==> src/core/smpc_params.svh <==
// constants for the stop-mode power controller
// assumes inclusion by bare name from core files
`ifndef SMPC_PARAMS_SVH
`define SMPC_PARAMS_SVH
`define SMPC_CLK_PERIOD_PS     5000
`define SMPC_OSC_SETTLE_NS     1000
`define SMPC_OSC_SETTLE_CYC    ((`SMPC_OSC_SETTLE_NS * 1000 + `SMPC_CLK_PERIOD_PS - 1) / `SMPC_CLK_PERIOD_PS)
`define SMPC_SETTLE_W          8
`define SMPC_PERIPH_W          8
`define SMPC_PERIPH_RST        8'hFF
`define SMPC_OSC_EN_RST        1'b1
`define SMPC_PINS_EN_RST       1'b0
`define SMPC_CLK_EN_RST        1'b1
`define SMPC_HALT_RST          1'b0
`define SMPC_WDT_RST           1'b0
`define SMPC_BO_EN_RST         1'b1
`define SMPC_STOP_RST          1'b0
`endif

==> src/core/smpc_pkg.sv <==
// types for the stop-mode power controller
// assumes smpc_params.svh is available
package smpc_pkg;
   typedef enum logic [3:0] {
      SMPC_RUN    = 4'h1,
      SMPC_STOP   = 4'h2,
      SMPC_WAKE   = 4'h4,
      SMPC_SETTLE = 4'h8
   } smpc_state_t;
endpackage : smpc_pkg

==> src/core/smpc_sync_if.sv <==
// carrier between the controller and its pin synchroniser
// assumes a single clock domain
`timescale 1ns/1ps
interface smpc_sync_if;
   logic raw_wake;
   logic raw_osc_ok;
   logic wake;
   logic osc_ok;
   modport sync (input raw_wake, input raw_osc_ok, output wake, output osc_ok);
   modport ctrl (output raw_wake, output raw_osc_ok, input wake, input osc_ok);
endinterface : smpc_sync_if

==> src/core/smpc_sync.sv <==
// two-stage synchroniser for the asynchronous pins
// assumes synchronous active-high reset
`timescale 1ns/1ps
module smpc_sync
   import smpc_pkg::*;
(
   input  wire logic core_clk_in,
   input  wire logic sys_rst_in,
   smpc_sync_if.sync sif
);
   logic [1:0] meta_ff;
   logic [1:0] sync_ff;

   always_ff @(posedge core_clk_in)
   begin
      if (sys_rst_in)
      begin
         meta_ff <= 2'h0;
         sync_ff <= 2'h0;
      end
      else
      begin
         meta_ff <= {sif.raw_osc_ok, sif.raw_wake};
         sync_ff <= meta_ff;
      end
   end

   assign sif.wake   = sync_ff[0];
   assign sif.osc_ok = sync_ff[1];
endmodule : smpc_sync

==> src/core/smpc_ctrl.sv <==
// stop-mode power controller: oscillator, clock, core and peripheral gating
// assumes core_clk_in is an always-on control clock; stop_exec_in from core logic
//
// Overview of operation
// - stop instruction moves device into the deepest low-power state.
// - stop state turns off crystal and precision oscillators.
// - stop state releases crystal pins to general-purpose port control.
// - system clock gated off throughout the stop state.
// - processor halted, program counter does not advance while stopped.
// - watchdog oscillator keeps running in stop only when enabled.
// - watchdog logic keeps counting in stop when enabled, own clock.
// - brown-out protection runs in stop only if option bit allows.
// - all other peripherals held idle during stop.
// - only stop-mode recovery leaves the stop state.
// - peripherals individually disabled while running normally.
`timescale 1ns/1ps
`include "smpc_params.svh"
module smpc_ctrl
   import smpc_pkg::*;
(
   input  wire logic                      core_clk_in,
   input  wire logic                      sys_rst_in,
   input  wire logic                      stop_exec_in,
   input  wire logic                      stop_recovery_in,
   input  wire logic                      osc_stable_in,
   input  wire logic                      xtal_pins_en_in,
   input  wire logic                      wdt_osc_en_in,
   input  wire logic                      wdt_en_in,
   input  wire logic                      bo_stop_opt_in,
   input  wire logic [`SMPC_PERIPH_W-1:0] periph_en_in,
   output logic                           primary_osc_en_out,
   output logic                           precision_osc_en_out,
   output logic                           crystal_pins_en_out,
   output logic                           sys_clk_en_out,
   output logic                           cpu_halt_out,
   output logic                           program_counter_hold_out,
   output logic                           watchdog_osc_en_out,
   output logic                           watchdog_unit_run_out,
   output logic                           brownout_protection_en_out,
   output logic [`SMPC_PERIPH_W-1:0]      periph_clk_en_out,
   output logic                           in_stop_out
);
   smpc_sync_if sif ();
   smpc_state_t state_ff;
   smpc_state_t nxt_state;
   logic [`SMPC_SETTLE_W-1:0] settle_ff;
   logic                      nxt_run;
   logic                      nxt_stop;

   assign sif.raw_wake   = stop_recovery_in;
   assign sif.raw_osc_ok = osc_stable_in;

   smpc_sync u_sync (
      .core_clk_in (core_clk_in),
      .sys_rst_in  (sys_rst_in),
      .sif         (sif)
   );

   always_comb
   begin
      nxt_state = state_ff;
      unique case (state_ff)
         SMPC_RUN:    if (stop_exec_in) nxt_state = SMPC_STOP;
         SMPC_STOP:   if (sif.wake) nxt_state = SMPC_WAKE;
         SMPC_WAKE:   if (sif.osc_ok) nxt_state = SMPC_SETTLE;
         SMPC_SETTLE: if (settle_ff == `SMPC_SETTLE_W'(`SMPC_OSC_SETTLE_CYC - 1))
                         nxt_state = SMPC_RUN;
         default:     nxt_state = SMPC_RUN;
      endcase
   end

   always_ff @(posedge core_clk_in)
   begin
      if (sys_rst_in)
         state_ff <= SMPC_RUN;
      else
         state_ff <= nxt_state;
   end

   always_ff @(posedge core_clk_in)
   begin
      if (sys_rst_in)
         settle_ff <= '0;
      else if (state_ff == SMPC_SETTLE)
         settle_ff <= settle_ff + `SMPC_SETTLE_W'(1);
      else
         settle_ff <= '0;
   end

   // gating follows next state so outputs change on the taking edge
   always_comb
   begin
      nxt_run  = (nxt_state == SMPC_RUN);
      nxt_stop = (nxt_state == SMPC_STOP);
   end

   always_ff @(posedge core_clk_in)
   begin
      if (sys_rst_in)
      begin
         primary_osc_en_out <= `SMPC_OSC_EN_RST;
      end
      else
      begin
         primary_osc_en_out <= !nxt_stop;
      end
   end

   always_ff @(posedge core_clk_in)
   begin
      if (sys_rst_in)
      begin
         precision_osc_en_out <= `SMPC_OSC_EN_RST;
      end
      else
      begin
         precision_osc_en_out <= !nxt_stop;
      end
   end

   always_ff @(posedge core_clk_in)
   begin
      if (sys_rst_in)
      begin
         crystal_pins_en_out <= `SMPC_PINS_EN_RST;
      end
      else
      begin
         crystal_pins_en_out <= xtal_pins_en_in && !nxt_stop;
      end
   end

   always_ff @(posedge core_clk_in)
   begin
      if (sys_rst_in)
      begin
         sys_clk_en_out <= `SMPC_CLK_EN_RST;
      end
      else
      begin
         sys_clk_en_out <= nxt_run;
      end
   end

   always_ff @(posedge core_clk_in)
   begin
      if (sys_rst_in)
      begin
         cpu_halt_out <= `SMPC_HALT_RST;
      end
      else
      begin
         cpu_halt_out <= !nxt_run;
      end
   end

   always_ff @(posedge core_clk_in)
   begin
      if (sys_rst_in)
      begin
         program_counter_hold_out <= `SMPC_HALT_RST;
      end
      else
      begin
         program_counter_hold_out <= !nxt_run;
      end
   end

   always_ff @(posedge core_clk_in)
   begin
      if (sys_rst_in)
      begin
         watchdog_osc_en_out <= `SMPC_WDT_RST;
      end
      else
      begin
         watchdog_osc_en_out <= wdt_osc_en_in;
      end
   end

   // watchdog on own clock
   // needs its oscillator, since the system clock may be stopped
   always_ff @(posedge core_clk_in)
   begin
      if (sys_rst_in)
      begin
         watchdog_unit_run_out <= `SMPC_WDT_RST;
      end
      else
      begin
         watchdog_unit_run_out <= wdt_en_in && wdt_osc_en_in;
      end
   end

   always_ff @(posedge core_clk_in)
   begin
      if (sys_rst_in)
      begin
         brownout_protection_en_out <= `SMPC_BO_EN_RST;
      end
      else
      begin
         brownout_protection_en_out <= nxt_run || bo_stop_opt_in;
      end
   end

   always_ff @(posedge core_clk_in)
   begin
      if (sys_rst_in)
      begin
         periph_clk_en_out <= `SMPC_PERIPH_RST;
      end
      else
      begin
         periph_clk_en_out <= nxt_run ? periph_en_in : `SMPC_PERIPH_W'(0);
      end
   end

   always_ff @(posedge core_clk_in)
   begin
      if (sys_rst_in)
      begin
         in_stop_out <= `SMPC_STOP_RST;
      end
      else
      begin
         in_stop_out <= !nxt_run;
      end
   end
endmodule : smpc_ctrl

==> config.mk <==
export PLATFORM = sky130hd
export DESIGN_NAME = smpc_ctrl
export DESIGN_NICKNAME = d
export VERILOG_FILES = /design/src/core/smpc_pkg.sv /design/src/core/smpc_sync_if.sv /design/src/core/smpc_sync.sv /design/src/core/smpc_ctrl.sv
export VERILOG_INCLUDE_DIRS = /design/src /design/src/core
export SDC_FILE = /design/constraint.sdc
export NUM_CORES = 1
export LEC_CHECK = 0
export BUFFER_PORTS_ARGS = -buffer_cell sky130_fd_sc_hd__buf_4
export CAP_MARGIN = 0
export CORE_MARGIN = 2
export CORE_UTILIZATION = 40
export CTS_BUF_LIST = sky130_fd_sc_hd__clkbuf_8
export CTS_CLUSTER_DIAMETER = 60
export DETAILED_ROUTE_END_ITERATION = 10
export GPL_ROUTABILITY_DRIVEN = 0
export PLACE_DENSITY_LB_ADDON = 0.15
export SYNTH_ARGS = -nofsm -noshare
export SYNTH_HDL_FRONTEND = slang
export SYNTH_SLANG_ARGS = --single-unit
==> constraint.sdc <==
create_clock -name core_clk_in -period 1.9 [get_ports core_clk_in]
set_clock_uncertainty 0.05 [all_clocks]
set_input_delay 0.19 -clock core_clk_in [delete_from_list [all_inputs] [get_ports core_clk_in]]
set_output_delay 0.19 -clock core_clk_in [all_outputs]
set_load 0.05 [all_outputs]
After elaboration in Yosys (flattened, before gate mapping) --
Index checks and enable logic that the tools add are counted.
Word-level totals: register bits 31, bits of input ports 17, output and inout bits 18, logic and storage cells 33
Cells by class: $add $sub $neg 1, equality and inequality tests 7, muxes and demuxes 6, bitwise gates (word level) 1, reductions and logical operators 6
Operators with widths (number):
- 4-bit 2-to-1 mux | 4
- 4-bit case mux with 4 select lines | 1
- 8-bit by 1-bit adder with 8-bit output, second input constant | 1
- 4-bit by 1-bit equality test with 1-bit output, second input constant | 2
- 4-bit by 2-bit equality test with 1-bit output, second input constant | 2
- 8-bit equality test, second input constant | 1
- 8-bit 2-to-1 mux | 1
- 4-bit by 3-bit equality test with 1-bit output, second input constant | 1
- 4-bit equality test, second input constant | 1
- 1-bit logical AND | 2
- 1-bit zero test | 2
- 2-bit OR reduction | 1
- 1-bit logical OR | 1
- 1-bit inverter | 1

Longest topological paths before layout --
depth after elaboration 6, gate-level depth with buffers 5, mapped depth without buffers 4

By module --
A second synthesis with hierarchy kept.
Second synthesis, totals: cell total of the unflattened synthesis 124, area total of the unflattened synthesis 1226.2 µm²
By module, submodules not included:
- smpc_ctrl | instances 1, cells each 116, area each 1121.1 µm², sequential area each 540.5 µm²
- smpc_sync | instances 1, cells each 8, area each 105.1 µm², sequential area each 80.1 µm²

Least setup slack after synthesis --
OpenSTA, ideal clock, no wires.
kind reg2reg, from register state_ff[1], to register state_ff[3], library setup time 0.058 ns, arrival 1.255 ns, required time 1.792 ns, path slack 0.537 ns, stages on the path, launching flop included 6, path buffers 2, period minus slack after synthesis 1.363 ns, cells stage by stage dfxtp_1 > buf_6 > or4b_4 > buf_6 > a21oi_2 > o21a_1
On the way: longest elaborated chain between the ends 2, elaborated cells on any way between the ends 5, those cells by class eq/ne (4); mux (1)
Ends and longest elaborated chain:
- from (decl) | RTL line smpc_ctrl.sv:44 | smpc_state_t state_ff;
- from (signal assigned) | RTL line smpc_ctrl.sv:77 | state_ff <= nxt_state;
- 4-bit equality test (tied with other cells) | RTL line smpc_ctrl.sv:62 | unique case (state_ff)
- 4-bit case mux with 4 select lines (*) | RTL line smpc_ctrl.sv:62
Every way passes the cells marked *; elsewhere a longest branch is shown, timed or not. A chain may end at the register's enable or synchronous reset.

Worst setup path after layout --
from register state_ff[1], to register periph_clk_en_out[5]
On the way: longest elaborated chain between the ends 4, elaborated cells on any way between the ends 11, those cells by class eq/ne (5); mux (6)
Ends and longest elaborated chain:
- 4-bit equality test (tied with other cells) | RTL line smpc_ctrl.sv:62
- 4-bit case mux with 4 select lines (*) | RTL line smpc_ctrl.sv:62
- 4-bit by 1-bit equality test with 1-bit output (*) | RTL line smpc_ctrl.sv:93 | nxt_run = (nxt_state == SMPC_RUN);
- 8-bit 2-to-1 mux (*) | RTL line smpc_ctrl.sv:215 | periph_clk_en_out <= nxt_run ? periph_en_in : `SMPC_PERIPH_W'(0);
- to (signal assigned) | RTL line smpc_ctrl.sv:211 | periph_clk_en_out <= `SMPC_PERIPH_RST;
- to (signal assigned) | RTL line smpc_ctrl.sv:215
- to (decl) | RTL line smpc_ctrl.sv:40 | output logic [`SMPC_PERIPH_W-1:0] periph_clk_en_out,
Marked as above.

==> flow_metrics.py <==
metrics = {
    "outcome": {
        "status": "completed",
    },
    "timing": {
        "finalCritPeriodShare": 0.854,
        "slew_violations": 0,
        "relSlewSlack": 0.525,
        "period_minus_slack_ns": 1.62,
        "layout_setup_ws_ns": 0.277,
        "final-hold-violation-count": 0,
        "tns_ns": 0,
        "setup_viol": 0,
        "fmax_ghz": 0.616,
        "rsz0062_at_grt": "false",
        "worst_pin_slew_ns": 0.713,
    },
    "global_route": {
        "grt_antenna_before_repair": 0,
        "grt_max_degree": 19,
        "overflow": 0,
        "globalRouteTotalUtil": 0.152,
        "grt_first_pass_wirelength_mm": 3.93,
        "grt_pass1_vias": 923,
    },
    "power_and_ir_drop": {
        "power.leakage_uw": 0.000646,
        "power.total_uw": 1460,
        "pwr-share-comb": 0.148,
        "peakVddDrop_uv": 364,
        "seqPwrFrac": 0.477,
        "clkPwrFrac": 0.375,
        "swShare": 0.259,
        "switchingPower_uw": 379,
        "power_density_nw_per_um2": 928,
        "power.internal_uw": 1080,
    },
    "clock_network": {
        "cts.path.max_buffers": 2,
        "htreeDepth": 2,
        "clk_latency_ns": 0.28,
        "cts_sinks": 31,
        "ctsHoldBuffers": 0,
        "root_buffer": "clkbuf_8",
        "path_clk_slew_ns": 0.06,
        "cts-buffers-inserted": 5,
        "postCtsSetupBuffers": 0,
        "cts-resized-gates": 0,
        "cts_tree": "built",
    },
    "yosys": {
        "synth_xor_area_frac": 0.0285,
        "syn_area_per_cell_um2": 9.84,
        "muxShareOfSynthArea": 0,
        "synth_top_family_by_area": "simple AND/OR/NAND/NOR gates",
        "synth_simple_gate_area_frac": 0.208,
        "synth_area_um2": 1230,
        "synth-seq-area-share": 0.505,
        "ys_ff_latch": 31,
        "synth_fa_ha_area_frac": 0.0102,
        "syn-instance-count": 125,
        "synth_compound_area_frac": 0.182,
        "yosysWarnings": 0,
        "synth_cell_type_count": 36,
        "syn-num-nets": 143,
    },
    "worst_hold_path": {
        "min-delay-start": "wdt_en_in",
        "hold_class": "input pin to flip-flop",
    },
    "floorplan": {
        "fp.coreArea_um2": 2980,
        "die_w_um": 59.5,
        "initial_core_util": 0.413,
        "die-area_um2": 3530,
        "die_h_um": 59.5,
        "ios": 35,
        "rows": 20,
    },
    "placement": {
        "dpl-instance-area_um2": 1470,
        "port_buffers": 34,
        "dp_slack_ns": 0.259,
        "dp_hpwl_mm": 1.71,
    },
    "routing": {
        "ant_nets": 0,
        "wire_per_inst_um": 12.7,
        "drcViolationCount": 0,
        "dr.pass1.iters": 3,
        "vias": 1009,
        "drtIter0Drc": 12,
        "finalWirelength_mm": 2.43,
        "vias_per_cell": 5.28,
    },
    "setup_path": {
        "arrival_ns": 1.71,
        "timing.rr.start": "state_ff[1]",
        "reg2reg_slack_ns": 0.28,
        "critical_path.endpoint": "periph_clk_en_out[5]",
        "path_class": "flip-flop to flip-flop",
        "r2r-end": "periph_clk_en_out[5]",
        "required_ns": 1.98,
        "cp-startpoint": "state_ff[1]",
        "worstPathMaxFanout": 12,
        "ff2ff_path_depth": 3,
        "start_kind": "flip-flop",
        "critPathCaptureType": "flip-flop",
    },
    "layout": {
        "drive_above_1_share": 0.310,
        "fill_cells": 269,
        "final_core_util": 0.528,
        "antenna_cells": 0,
        "stdcell_area_um2": 1570,
        "multiInputGateArea_um2": 533,
        "register_area_um2": 621,
        "nets": 175,
        "synthToLayoutAreaGrowth_pct": 27.9,
    },
    "run": {
        "max_cap_violations": 0,
    },
}
per-layer routing:
metal | up-vias | track usage | share of wire
li1 | 509 | - | -
met1 | 461 | 0.159 | 0.43
met2 | 33 | 0.268 | 0.48
met3 | 6 | 0.0633 | 0.078
met4 | 0 | 0.0584 | 0.015
met5 | - | 0 | 0
worst min-delay path by stage:
stage          slack [ns]  cells past startpoint                         end
6_report             0.07                      2       watchdog_unit_run_out
5_1_grt              0.06                      2       watchdog_unit_run_out
4_1_cts              0.06                      2       watchdog_unit_run_out
3_5_place_dp         0.35                      2       watchdog_unit_run_out
3_3_place_gp         0.35                      2       watchdog_unit_run_out
2_1_floorplan        0.25                      2  brownout_protection_en_out
area by class of cell:
cell class / instances / share of cell area
Timing Repair Buffer: 36 / 0.172
Multi-Input combinational cell: 81 / 0.339
Tap cell: 33 / 0.0263
Inverter: 2 / 0.00477
Clock inverter: 1 / 0.00239
Clock buffer: 7 / 0.0613
Sequential cell: 31 / 0.395
worst max-delay path, cell delays in order (launching register included):
cell and delay, ns:
dfxtp_1 0.50, xnor2_1 0.13, o32ai_2 0.61, o21ai_0 0.19
logic make-up after synthesis:
kind of cell / count (synthesis)
simple gates: 43
compound gates: 33
flops: 31
buf+inv: 13
xor+xnor: 4
fa+ha+maj: 1
power by group through the flow:
stage | clock network, uW | registers, uW | logic, uW
6_report | 547 | 696 | 216
5_1_grt | 587 | 700 | 228
4_1_cts | 566 | 697 | 218
3_5_place_dp | 0 | 711 | 218
3_3_place_gp | 0 | 710 | 215
2_1_floorplan | 0 | 786 | 73.7
state kept, by name (all words and copies together), names as in the netlist:
signal                      count
sys_clk_en_out                  1
precision_osc_en_out            1
periph_clk_en_out               8
in_stop_out                     1
u_sync.meta_ff                  2
watchdog_unit_run_out           1
watchdog_osc_en_out             1
settle_ff                       8
u_sync.sync_ff                  2
crystal_pins_en_out             1
state_ff                        4
brownout_protection_en_out      1
layout by cell type, fill, tap and decap left out, drive strengths merged, types with 2 or more instances in the layout:
cell type	synthesis	routed
nand2	12	12
a21oi	4	4
a41oi	8	8
nor4b	2	2
xnor2	2	2
inv	2	3
a31oi	2	2
o21ai	14	14
buf	9	36
and3	3	3
nor4	2	2
clkbuf	2	7
nor2	5	5
dfxtp	31	31
o21a	2	2
xor2	2	2
nand3	3	3
or3	3	3
nor2b	5	5
through the flow:
stage	std cells	hold WS, ns
CTS	191	0.0604
floorplan	125	0.248
global placement	183	0.345
global route	191	0.0595
detailed placement	183	0.350
finish	191	0.0669
Yosys cell counts (all sizes together):
cell type / count / share of area
or3: 3 / 0.015
nand2: 12 / 0.037
o32ai: 1 / 0.013
a41oi: 8 / 0.057
and3: 3 / 0.015
nand2b: 1 / 0.0051
a31oi: 2 / 0.010
xor2: 2 / 0.014
inv: 2 / 0.0061
and2: 1 / 0.0051
or2: 1 / 0.0051
nor2b: 5 / 0.025
dfxtp: 31 / 0.50
nor2: 5 / 0.015
nor4: 2 / 0.010
or4b: 1 / 0.011
o21a: 2 / 0.012
buf: 9 / 0.055
a311oi: 1 / 0.0071
ha: 1 / 0.010
nand3b: 1 / 0.0061
nor4b: 2 / 0.026
a21o: 1 / 0.0061
a21oi: 4 / 0.019
nor3b: 1 / 0.0061
nand4: 1 / 0.0051
nand3: 3 / 0.012
or3b: 1 / 0.0071
clkbuf: 2 / 0.0061
xnor2: 2 / 0.014
o21ai: 14 / 0.057
Note: power is estimated with default switching activity, not from simulation.
